[src/logic/ucpc_params.svh]
// constants for the serial channel pin control block
// assumes inclusion by bare name from the channel module, the assertions and the bench
`ifndef UCPC_PARAMS_SVH
`define UCPC_PARAMS_SVH
// register byte addresses on apb
`define UCPC_ADDR_MCR 12'h000
`define UCPC_ADDR_FCR 12'h004
`define UCPC_ADDR_MSR 12'h008
`define UCPC_ADDR_TXW 12'h00c
`define UCPC_ADDR_RXR 12'h010
`define UCPC_ADDR_LVL 12'h014
`define UCPC_ADDR_IST 12'h018
`define UCPC_ADDR_ICL 12'h01c
`define UCPC_ADDR_IEN 12'h020
`define UCPC_ADDR_RXP 12'h024
// modem control fields
`define UCPC_MCR_DTR 0
`define UCPC_MCR_RTS 1
`define UCPC_MCR_IRQEN 3
`define UCPC_MCR_LOOP 4
// fifo control fields
`define UCPC_FCR_FEN 0
`define UCPC_FCR_DMA 3
// interrupt status bit positions
`define UCPC_IRQ_MODEM 0
`define UCPC_IRQ_RXDATA 1
`define UCPC_IRQ_TXEMPTY 2
`define UCPC_IRQ_TIMEOUT 3
// reset values
`define UCPC_MCR_RST 8'h00
`define UCPC_FCR_RST 8'h00
`define UCPC_TRIG_RST 5'h01
// character timeout and clock period in ns
`define UCPC_TIMEOUT_NS 40000
`define UCPC_CLK_NS 10
`endif

[src/logic/ucpc_pkg.sv]
// types for the serial channel pin control block
// assumes ucpc_params.svh on the include path
package ucpc_pkg;
	typedef struct packed {
		logic [11:0] paddr;
		logic psel;
		logic penable;
		logic pwrite;
		logic [31:0] pwdata;
	} ucpc_apb_req_t;
	typedef struct packed {
		logic [3:0] msr_n;
		logic rx_valid;
		logic [7:0] rx_char;
		logic tx_taken;
	} ucpc_line_in_t;
	typedef enum logic [1:0] {UCPC_IDLE, UCPC_READ, UCPC_WRITE} ucpc_acc_t;
endpackage

[src/logic/ucpc_channel.sv]
// one serial channel pin control: modem outputs, dma requests, irq, direction
// assumes apb master on CLK_I; line side gives received chars and tx takes
//
// How it works
// - mcr bit 0 set drives terminal_ready_n low, else high.
// - mcr bit 1 set drives send_request_n low, else high.
// - reset leaves both modem handshake outputs high.
// - loopback forces both modem handshake outputs high.
// - dma type comes from fcr bit 3 only in fifo mode; else type 0.
// - tx type 0: request low when tx fifo empty, off after first load.
// - tx type 1: request low while any tx fifo slot is free.
// - rx type 0: request low while any received char is held.
// - rx type 1: low at trigger level or timeout, high when empty.
// - read direction output high one cycle after each cpu read setup or access cycle, else low.
// - irq out high while enabled interrupt pending, driven only if mcr enables.
// - loopback tri-states the channel irq output.
// - reset clears the channel irq output inactive.
// - serial output is marking, logic 1, at reset.
// - host data bus driven by device only on reads.
// - modem status reads inverted pins, change flags latch until read.
//
// Chosen here: the register offsets and the APB register port.
`timescale 1ns/1ns
`default_nettype none
`include "ucpc_params.svh"
module ucpc_channel #(
	parameter int DEPTH = 16,
	parameter int TIMEOUT_CYC = (`UCPC_TIMEOUT_NS + `UCPC_CLK_NS - 1) / `UCPC_CLK_NS
) (
	// clock and reset
	input wire logic CLK_I,
	input wire logic RST_I,
	// apb slave
	input wire ucpc_pkg::ucpc_apb_req_t APB_I,
	output logic [31:0] PRDATA_O,
	output logic PREADY_O,
	output logic PSLVERR_O,
	// line side
	input wire ucpc_pkg::ucpc_line_in_t LINE_I,
	input wire logic SERIAL_BIT_I,
	output logic SERIAL_OUT_O,
	// modem pins
	output logic TERMINAL_READY_N_O,
	output logic SEND_REQUEST_N_O,
	// dma pins
	output logic TX_DMA_REQUEST_N_O,
	output logic RX_DMA_REQUEST_N_O,
	// transmit data to serialiser
	output logic [7:0] TX_CHAR_O,
	output logic TX_VALID_O,
	// interrupt pin, three signals
	output logic CHANNEL_IRQ_OUT_O,
	output logic CHANNEL_IRQ_OE_O,
	output logic IRQ_O,
	// transceiver direction
	output logic BUS_READ_DIRECTION_O
);
	import ucpc_pkg::*;
	localparam int AW = $clog2(DEPTH);

	// ************************************
	// pin synchronisers
	// ************************************
	logic [3:0] msr_s1_q;
	logic [3:0] msr_s2_q;
	logic [3:0] msr_prev_q;
	logic rxv_s1_q;
	logic rxv_s2_q;
	logic rxv_prev_q;
	logic txt_s1_q;
	logic txt_s2_q;
	logic txt_prev_q;
	logic [7:0] rxc_s1_q;
	logic [7:0] rxc_s2_q;
	logic ser_s1_q;
	logic ser_s2_q;
	always_ff @(posedge CLK_I)
	begin
		msr_s1_q <= LINE_I.msr_n;
		msr_s2_q <= msr_s1_q;
		rxv_s1_q <= LINE_I.rx_valid;
		rxv_s2_q <= rxv_s1_q;
		rxc_s1_q <= LINE_I.rx_char;
		rxc_s2_q <= rxc_s1_q;
		txt_s1_q <= LINE_I.tx_taken;
		txt_s2_q <= txt_s1_q;
		ser_s1_q <= SERIAL_BIT_I;
		ser_s2_q <= ser_s1_q;
		msr_prev_q <= msr_s2_q;
		rxv_prev_q <= rxv_s2_q;
		txt_prev_q <= txt_s2_q;
	end
	// valid and taken are levels; rising edges mark one event each
	wire rx_push = rxv_s2_q && !rxv_prev_q;
	wire tx_pop_ev = txt_s2_q && !txt_prev_q;

	// ************************************
	// apb decode
	// ************************************
	wire setup = APB_I.psel && !APB_I.penable;
	wire access = APB_I.psel && APB_I.penable;
	logic rdy_q;
	// writes and pops act only at the ready edge, so a held access acts once
	wire wr = access && APB_I.pwrite && rdy_q;
	wire rd = access && !APB_I.pwrite && rdy_q;
	// read data and clear-on-read flags are captured at the first access edge
	wire rd_lat = access && !APB_I.pwrite && !rdy_q;
	wire [7:0] wd = APB_I.pwdata[7:0];
	wire hit_mcr = APB_I.paddr == `UCPC_ADDR_MCR;
	wire hit_fcr = APB_I.paddr == `UCPC_ADDR_FCR;
	wire hit_msr = APB_I.paddr == `UCPC_ADDR_MSR;
	wire hit_txw = APB_I.paddr == `UCPC_ADDR_TXW;
	wire hit_rxr = APB_I.paddr == `UCPC_ADDR_RXR;
	wire hit_lvl = APB_I.paddr == `UCPC_ADDR_LVL;
	wire hit_ist = APB_I.paddr == `UCPC_ADDR_IST;
	wire hit_icl = APB_I.paddr == `UCPC_ADDR_ICL;
	wire hit_ien = APB_I.paddr == `UCPC_ADDR_IEN;
	wire hit_rxp = APB_I.paddr == `UCPC_ADDR_RXP;
	wire mapped = hit_mcr | hit_fcr | hit_msr | hit_txw | hit_rxr | hit_lvl
		| hit_ist | hit_icl | hit_ien | hit_rxp;

	// ************************************
	// control registers
	// ************************************
	logic [7:0] mcr_q;
	logic [7:0] fcr_q;
	logic [4:0] trig_q;
	logic [3:0] ien_q;
	always_ff @(posedge CLK_I)
	begin
		if (RST_I)
		begin
			mcr_q <= `UCPC_MCR_RST;
			fcr_q <= `UCPC_FCR_RST;
			trig_q <= `UCPC_TRIG_RST;
			ien_q <= 4'h0;
		end
		else if (wr)
		begin
			if (hit_mcr)
				mcr_q <= {3'h0, wd[4:0]};
			if (hit_fcr)
				fcr_q <= {4'h0, wd[3], 2'h0, wd[0]};
			if (hit_rxp)
				trig_q <= wd[4:0];
			if (hit_ien)
				ien_q <= wd[3:0];
		end
	end
	wire loop = mcr_q[`UCPC_MCR_LOOP];
	wire fifo_on = fcr_q[`UCPC_FCR_FEN];
	wire dma_type = fifo_on && fcr_q[`UCPC_FCR_DMA];
	// character mode holds a single character
	wire [AW:0] cap = fifo_on ? (AW+1)'(DEPTH) : (AW+1)'(1);

	// ************************************
	// fifos, sixteen deep
	// ************************************
	logic [7:0] txm [DEPTH];
	logic [7:0] rxm [DEPTH];
	logic [AW-1:0] txw_q;
	logic [AW-1:0] txr_q;
	logic [AW-1:0] rxw_q;
	logic [AW-1:0] rxr_q;
	logic [AW:0] txn_q;
	logic [AW:0] rxn_q;
	logic txb_q;
	wire tx_full = txn_q >= cap;
	wire rx_full = rxn_q >= cap;
	wire tx_push = wr && hit_txw && !tx_full;
	wire tx_pop = tx_pop_ev && txn_q != '0;
	wire rx_wr = rx_push && !rx_full;
	wire rx_pop = rd && hit_rxr && rxn_q != '0;
	wire fifo_wr_cfg = wr && hit_fcr;
	always_ff @(posedge CLK_I)
	begin
		if (tx_push)
			txm[txw_q] <= wd;
		if (rx_wr)
			rxm[rxw_q] <= rxc_s2_q;
	end
	always_ff @(posedge CLK_I)
	begin
		if (RST_I || fifo_wr_cfg)
		begin
			txw_q <= '0;
			txr_q <= '0;
			txn_q <= '0;
			rxw_q <= '0;
			rxr_q <= '0;
			rxn_q <= '0;
		end
		else
		begin
			txw_q <= tx_push ? txw_q + 1'b1 : txw_q;
			txr_q <= tx_pop ? txr_q + 1'b1 : txr_q;
			txn_q <= txn_q + (AW+1)'(tx_push) - (AW+1)'(tx_pop);
			rxw_q <= rx_wr ? rxw_q + 1'b1 : rxw_q;
			rxr_q <= rx_pop ? rxr_q + 1'b1 : rxr_q;
			rxn_q <= rxn_q + (AW+1)'(rx_wr) - (AW+1)'(rx_pop);
		end
	end

	// ************************************
	// character timeout
	// ************************************
	// restarts on any rx fifo push or pop and holds clear while rx is empty; fires once per quiet spell
	logic [$clog2(TIMEOUT_CYC+1)-1:0] to_cnt_q;
	logic to_q;
	wire to_hit = to_cnt_q == ($clog2(TIMEOUT_CYC+1))'(TIMEOUT_CYC);
	always_ff @(posedge CLK_I)
	begin
		if (RST_I || rxn_q == '0 || rx_wr || rx_pop)
		begin
			to_cnt_q <= '0;
			to_q <= 1'b0;
		end
		else if (!to_hit)
			to_cnt_q <= to_cnt_q + 1'b1;
		else
			to_q <= 1'b1;
	end

	// ************************************
	// dma requests
	// ************************************
	logic rx_arm_q;
	wire rx_trig = rxn_q >= {1'b0, trig_q[AW-1:0]} && rxn_q != '0;
	always_ff @(posedge CLK_I)
	begin
		if (RST_I || rxn_q == '0)
			rx_arm_q <= 1'b0;
		else if (rx_trig || to_q)
			rx_arm_q <= 1'b1;
	end
	// type 0 drops after the first load; rises again only once drained
	always_ff @(posedge CLK_I)
	begin
		if (RST_I)
			txb_q <= 1'b0;
		else if (txn_q == '0 && !tx_push)
			txb_q <= 1'b0;
		else
			txb_q <= 1'b1;
	end
	wire tx_req = dma_type ? !tx_full : !txb_q;
	wire rx_req = dma_type ? rx_arm_q : rxn_q != '0;

	// ************************************
	// modem status and interrupts
	// ************************************
	logic [3:0] delta_q;
	logic [3:0] ist_q;
	wire msr_rd = rd_lat && hit_msr;
	wire [3:0] delta_ev = msr_s2_q ^ msr_prev_q;
	always_ff @(posedge CLK_I)
	begin
		if (RST_I)
			delta_q <= 4'h0;
		else
			delta_q <= delta_ev | (msr_rd ? 4'h0 : delta_q);
	end
	wire [3:0] irq_ev;
	assign irq_ev[`UCPC_IRQ_MODEM] = |delta_ev;
	assign irq_ev[`UCPC_IRQ_RXDATA] = rx_wr;
	assign irq_ev[`UCPC_IRQ_TXEMPTY] = tx_pop && txn_q == (AW+1)'(1);
	assign irq_ev[`UCPC_IRQ_TIMEOUT] = to_hit && !to_q;
	wire [3:0] clr = (wr && hit_icl) ? wd[3:0] : 4'h0;
	always_ff @(posedge CLK_I)
	begin
		if (RST_I)
			ist_q <= 4'h0;
		else
			ist_q <= irq_ev | (ist_q & ~clr);
	end
	wire pend = |(ist_q & ien_q);

	// ************************************
	// read mux and outputs
	// ************************************
	logic [7:0] rdat;
	always_comb
	begin
		rdat = 8'h00;
		if (hit_mcr)
			rdat = mcr_q;
		if (hit_fcr)
			rdat = fcr_q;
		if (hit_msr)
			rdat = {~msr_s2_q, delta_q};
		if (hit_rxr)
			rdat = rxm[rxr_q];
		if (hit_lvl)
			rdat = {3'h0, rxn_q[AW:0] == '0, tx_full, rx_req, tx_req, 1'b0};
		if (hit_ist)
			rdat = {4'h0, ist_q};
		if (hit_ien)
			rdat = {4'h0, ien_q};
		if (hit_rxp)
			rdat = {3'h0, trig_q};
	end
	// registered read data: one wait state per access
	always_ff @(posedge CLK_I)
	begin
		if (RST_I)
		begin
			rdy_q <= 1'b0;
			PRDATA_O <= 32'h0;
			PSLVERR_O <= 1'b0;
		end
		else
		begin
			rdy_q <= access && !rdy_q;
			PRDATA_O <= (access && !APB_I.pwrite && !rdy_q) ? {24'h0, rdat} : 32'h0;
			PSLVERR_O <= access && !rdy_q && !mapped;
		end
	end
	assign PREADY_O = rdy_q;
	// modem handshake pins
	always_ff @(posedge CLK_I)
	begin
		if (RST_I)
		begin
			TERMINAL_READY_N_O <= 1'b1;
			SEND_REQUEST_N_O <= 1'b1;
		end
		else
		begin
			TERMINAL_READY_N_O <= loop || !mcr_q[`UCPC_MCR_DTR];
			SEND_REQUEST_N_O <= loop || !mcr_q[`UCPC_MCR_RTS];
		end
	end
	// dma request pins
	always_ff @(posedge CLK_I)
	begin
		if (RST_I)
		begin
			TX_DMA_REQUEST_N_O <= 1'b1;
			RX_DMA_REQUEST_N_O <= 1'b1;
		end
		else
		begin
			TX_DMA_REQUEST_N_O <= !tx_req;
			RX_DMA_REQUEST_N_O <= !rx_req;
		end
	end
	// interrupt pin and its enable
	always_ff @(posedge CLK_I)
	begin
		if (RST_I)
		begin
			CHANNEL_IRQ_OUT_O <= 1'b0;
			CHANNEL_IRQ_OE_O <= 1'b0;
			IRQ_O <= 1'b0;
		end
		else
		begin
			CHANNEL_IRQ_OUT_O <= pend;
			CHANNEL_IRQ_OE_O <= mcr_q[`UCPC_MCR_IRQEN] && !loop;
			IRQ_O <= pend;
		end
	end
	// line and transceiver side
	always_ff @(posedge CLK_I)
	begin
		if (RST_I)
		begin
			SERIAL_OUT_O <= 1'b1;
			BUS_READ_DIRECTION_O <= 1'b0;
			TX_CHAR_O <= 8'h00;
			TX_VALID_O <= 1'b0;
		end
		else
		begin
			// loopback keeps the line marking; serialiser data otherwise
			SERIAL_OUT_O <= loop ? 1'b1 : ser_s2_q;
			BUS_READ_DIRECTION_O <= (setup || access) && !APB_I.pwrite;
			TX_CHAR_O <= txm[txr_q];
			TX_VALID_O <= txn_q != '0;
		end
	end
endmodule
`default_nettype wire

[config.mk]
export PLATFORM = sky130hd
export DESIGN_NAME = ucpc_channel
export DESIGN_NICKNAME = d
export VERILOG_FILES = /design/src/logic/ucpc_pkg.sv /design/src/logic/ucpc_channel.sv
export VERILOG_INCLUDE_DIRS = /design/src /design/src/logic
export SDC_FILE = /design/constraint.sdc
export NUM_CORES = 1
export LEC_CHECK = 0
export BUFFER_PORTS_ARGS = -buffer_cell sky130_fd_sc_hd__buf_2
export CAP_MARGIN = 20
export CORE_MARGIN = 4
export CORE_UTILIZATION = 30
export CTS_CLUSTER_DIAMETER = 60
export DETAILED_ROUTE_END_ITERATION = 8
export GPL_ROUTABILITY_DRIVEN = 0
export GPL_TIMING_DRIVEN = 0
export SYNTH_ARGS = -nofsm -noshare
export SYNTH_HDL_FRONTEND = slang
export SYNTH_SLANG_ARGS = --single-unit
export TNS_END_PERCENT = 30
[constraint.sdc]
create_clock -name CLK_I -period 3.3 [get_ports CLK_I]
set_input_delay 0.33 -clock CLK_I [delete_from_list [all_inputs] [get_ports CLK_I]]
set_output_delay 0.33 -clock CLK_I [all_outputs]
set_load 0.02 [all_outputs]
==> flow_metrics.tcl, run 1 <==
set metrics [dict create \
    num_vias 8660 \
    finClkSkew_ns 0.0326 \
    overflow 0 \
    start_kind "flip-flop" \
    post_drt_via_cell_ratio 4.63 \
    slew_violations 0 \
    final_common_cell "edfxtp_1" \
    post-route-min-period_ns 3.10 \
    track_usage_pct 12.5 \
    power_density_nw_per_um2 629 \
    yosys_most_used_dff "edfxtp_1" \
    start_util_pct 30.5 \
    grt_max_degree 22 \
    cts.reportedPaths.clkPinSlew_ns 0.06 \
    min_path_cells 2 \
    status "finished, final reports clean" \
    cts_htree_levels 2 \
    ir_worst_vdd_uv 399 \
    antenna_left 0 \
    grt_pass1_vias 8574 \
    cp-end-kind "flip-flop" \
    cts.sinks 388 \
    synth.distinct_cells 59 \
    finalSetupTns_ns 0 \
    cts_root_buffer "clkbuf_16" \
    wl_per_cell_um 18.4 \
    worst-setup-path-type "reg2reg" \
    final_cell_area_um2 18300 \
    hold_ws_ns 0.0752 \
    clock.fmax_ghz 0.322 \
    finish.utilization_pct 36.5 \
    netlist_area_um2 15300 \
    cts_tree "done" \
    seqCellArea_um2 10300 \
    cts_buffers 42 \
    hold_path.class "in2reg" \
    power_mw 11.5 \
    postRouteWirelength_um 34500 \
    leakage_nw 6.32 \
    io_pins 116 \
    antenna_found_initial 1 \
    num_rows 82 \
    die_h_um 234 \
    design.die.area_um2 54800 \
    worst-path-stages 14 \
    nFillCells 4744 \
    post-place-cells 1774 \
    async_flop_share_pct 0 \
    critical_path.slowest_cell "a2111oi_4" \
    synth_area_per_cell_um2 15.3 \
    critPathMaxStageDelay_ns 0.46 \
    cp_data_required_time_ns 3.74 \
    core_area_um2 50300 \
    crit_chain "and4_1 -> nand4_2 -> a2111oi_4 -> inv_2 -> ha_1 -> inv_1 -> ha_1 -> inv_1 -> fa_1 -> nor2_1 -> nor2_1 -> o21bai_1 -> xnor2_1 -> nor2_1" \
    portBuffers 67 \
    cp_top_family "adder cells" \
    synth_cells 1003 \
    finalSetupViolations 0 \
    dp_hpwl_um 23400 \
    drt_pre_antenna_iters 5 \
    drc 0 \
    placed_area_um2 16700 \
    synth_edf_count 256 \
    arrival_ns 3.54 \
    reg2reg_depth 14 \
    critPathBufInv 3 \
    nets 1265 \
    maxCapViolCount 0 \
    cp_max_fo 5 \
    max-slew-margin-rel_pct 23.7 \
    worstMarginPinSlew_ns 1.14 \
    area_delta_synth_final_pct 19.7 \
    yosysWarnings 0 \
    clock_path_buffers 3 \
    multiInputGateArea_um2 4670 \
    first_iter_violations 529 \
    synth-seq-area-share_pct 67.4 \
    pre_cts_ws_ns -0.437 \
    final_cell_count_no_fill 1871 \
    finalCritPeriodShare_pct 94.0 \
    layout_common_cells "edfxtp_1 (256), dfxtp_1 (129), nor2_1 (91)" \
    setup_ws_ns 0.198 \
    hold_violations 0 \
    synth_seq_cells 388 \
    cpMostUsedCell "nor2_1" \
    clock_latency_ns 0.57 \
    grt_first_pass_wirelength_um 52000 \
    die_w_um 234 \
    drive_gt1_share_pct 23.8 \
]
-- Yosys cell counts, types with 18 or more instances --
cell	n	share of area, %
a21oi_1	36	1.2
buf_4	25	1.2
clkbuf_1	22	0.54
dfxtp_1	132	17
edfxtp_1	256	50
ha_1	35	2.9
inv_1	33	0.81
mux2i_1	21	1.4
mux4_2	73	11
nand2_1	50	1.2
nand3_1	24	0.78
nor2_1	95	2.3
nor3_1	18	0.59
xnor2_1	18	1.0
-- worst paths after layout --
| kind | start | end | slack, ns |
|---|---|---|---|
| min | APB_I[34] | BUS_READ_DIRECTION_O | 0.08 |
| max reg2reg | PREADY_O | txn_q[4] | 0.20 |
| max | PREADY_O | txn_q[4] | 0.20 |
| min reg2reg | rxc_s1_q[1] | rxc_s2_q[1] | 0.32 |
-- layout make-up --
cell class / instances / share of cell area (%)
Antenna cell: 1 / 0.0136
Buffer: 61 / 1.84
Clock buffer: 53 / 6.18
Clock inverter: 25 / 1.60
Inverter: 34 / 0.696
Multi-Input combinational cell: 543 / 25.5
Sequential cell: 388 / 56.4
Tap cell: 672 / 4.58
Timing Repair Buffer: 94 / 3.23
-- state kept, by name (all words and copies together), names as in the netlist, 8 cells and up, named ones only --
| register | count |
|---|---|
| rxm | 128 |
| txm | 128 |
| to_cnt_q | 12 |
| PRDATA_O | 8 |
| TX_CHAR_O | 8 |
| rxc_s1_q | 8 |
| rxc_s2_q | 8 |
-- logic make-up (layout without fill, tap and decap cells) --
kind of cell / after synthesis / after routing / share of synthesized area (%)
compound gates: 85 / 85 / 3.48
fa+ha+maj: 37 / 37 / 3.12
flops: 388 / 388 / 67.4
mux: 99 / 99 / 12.5
simple gates: 266 / 266 / 8.65
xor+xnor: 32 / 32 / 1.83
other cells: 1 / 25 / 0.0245
buf+inv: 95 / 267 / 3.01
-- repair_timing --
action                                  CTS  global route
setup buffers                             1             1
pin swaps                                 1             1
resized for setup                         7            10
hold buffers                             16             0
endpoints found under the setup margin  141            66
endpoints found under the hold margin    16             0
-- power by group --
part	switching [mW]	internal, mW	total, mW	leakage [nW]
logic	0.697	0.583	1.28	2.23
clock network	1.94	2.86	4.81	0.706
registers	0.117	5.33	5.44	3.39
-- layer usage --
metal	GRT usage [%]	vias to the layer above	share of wire, %
li1	-	4052	-
met1	16.5	4346	43
met2	21.2	205	49
met3	2.34	57	4.9
met4	3.79	0	2.3
met5	0	-	0
Power figures use the tool's default switching activity.
==> run 2, diff against run 1 <==
- CTS_BUF_LIST: default -> sky130_fd_sc_hd__clkbuf_4
==> run 2 against run 1 <==
  * Largest power group unchanged
  * Critical endpoint unchanged
  * Clock power shrank 15%
  * Setup slack lost 0.038 ns
  * Sequential power is essentially flat
  * Sequential share of layout area shrank 0.21 points
==> flow_metrics.tcl, run 2 (same netlist as run 1, synthesis figures left out) <==
set metrics [dict create \
    status "finished, final reports clean" \
    wl_per_cell_um 17.6 \
    finalSetupTns_ns 0 \
    postRouteWirelength_um 35200 \
    hold_ws_ns 0.117 \
    num_rows 82 \
    cts_buffers 99 \
    antenna_left 0 \
    first_iter_violations 509 \
    cts_tree "done" \
    arrival_ns 3.81 \
    nets 1340 \
    leakage_nw 6.48 \
    die_h_um 234 \
    ir_worst_vdd_uv 371 \
    grt_first_pass_wirelength_um 53600 \
    grt_pass1_vias 9229 \
    clock_latency_ns 0.85 \
    finish.utilization_pct 36.6 \
    core_area_um2 50300 \
    reg.largest.list "rxm: 128 flops, txm: 128 flops, to_cnt_q: 12 flops" \
    post_drt_via_cell_ratio 4.58 \
    finalCritPeriodShare_pct 95.1 \
    grt_max_degree 22 \
    design.die.area_um2 54800 \
    post-route-min-period_ns 3.14 \
    final_common_cell "edfxtp_1" \
    max-slew-margin-rel_pct 27.6 \
    rsz0062_at_grt "no" \
    track_usage_pct 13.0 \
    slew_violations 0 \
    overflow 0 \
    cp_data_required_time_ns 3.97 \
    worst-setup-path-type "reg2reg" \
    drc 0 \
    maxCapViolCount 0 \
    pre_cts_ws_ns -0.437 \
    power_density_nw_per_um2 588 \
    drt_pre_antenna_iters 5 \
    clock.fmax_ghz 0.319 \
    hold_violations 0 \
    cts_htree_levels 3 \
    setup_ws_ns 0.160 \
    start_kind "flip-flop" \
    cts.sinks 388 \
    nFillCells 4828 \
    worstMarginPinSlew_ns 1.08 \
    drive_gt1_share_pct 29.3 \
    layout_common_cells "edfxtp_1 (256), clkbuf_4 (150), dfxtp_1 (127)" \
    ff2ff_setup_slack_ns 0.16 \
    finClkSkew_ns 0.0791 \
    clock_path_buffers 3 \
    cp-end-kind "flip-flop" \
    portBuffers 67 \
    start_util_pct 30.5 \
    dp_hpwl_um 23400 \
    antenna_found_initial 2 \
    cts.reportedPaths.clkPinSlew_ns 0.06 \
    io_pins 116 \
    hold_path.class "in2reg" \
    cp_max_fo 5 \
    num_vias 9149 \
    die_w_um 234 \
    cts_root_buffer "clkbuf_4" \
    finalSetupViolations 0 \
    area_delta_synth_final_pct 20.2 \
]
[run 2: cell count changes in the layout (fill, tap and decap cells not counted), sizes merged]
| cell | change |
|---|---|
| buf | +1 |
| clkbuf | +96 |
| bufinv | -4 |
| inv | -3 |
| dlygate4sd3 | +17 |
| clkinv | +15 |
| clkinvlp | +2 |
| diode | +2 |
[run 2: layer usage]
layer	track usage [%]	up-vias	wire length, um
met3	3.53	55	2140
met1	16.2	4537	14700
li1	-	4277	-
met4	4.83	0	734
met5	0	-	0
met2	21.7	280	17600
[run 2: final timing paths]
path / from / endpoint / depth (start not counted)
max: PREADY_O / txn_q[4] / 14
min: APB_I[38] / ien_q[1] / 5
max reg2reg: PREADY_O / txn_q[4] / 14
min reg2reg: rxc_s1_q[7] / rxc_s2_q[7] / 0
[run 2: worst max-delay path, stage by stage, from the launching register on]
cell and delay (ns):
dfxtp_1 0.42, and4_1 0.33, nand4_2 0.20, a2111oi_4 0.46
inv_2 0.11, ha_1 0.30, inv_1 0.05, ha_1 0.16
inv_1 0.06, fa_1 0.40, nor2_1 0.11, nor2_1 0.05
o21bai_1 0.15, xnor2_1 0.13, nor2_1 0.05
[run 2: cell type report]
cell class	instances	area [um2]	share of cell area, %
clock buffer	149	1120	6.07
sequential	388	10300	56.1
antenna	3	7.51	0.0408
timing repair buffer	112	774	4.21
multi-input combinational	543	4690	25.5
buffer	61	338	1.83
clock inverter	35	176	0.958
tap	672	841	4.57
inverter	34	128	0.693
[run 2: what timing repair did]
item	CTS	global route
pin swaps	1	2
gates resized for setup	11	13
buffers inserted	1	1
gates cloned	0	0
hold buffers	33	0
hold endpoints to repair	170	0
setup endpoints to repair	144	38
[run 2: per-stage QoR]
step	power (mW)	area, um2	cells
after floorplan	6.37	15400	1026
after global placement	6.74	16600	1765
after detailed placement	6.76	16700	1774
after CTS	11.0	18400	1992
after global routing	11.4	18400	1997
final	10.8	18400	1997
[run 2: report_power, final]
part	switching [mW]	internal, mW
clock network	1.94	2.15
logic	0.702	0.597
registers	0.118	5.32
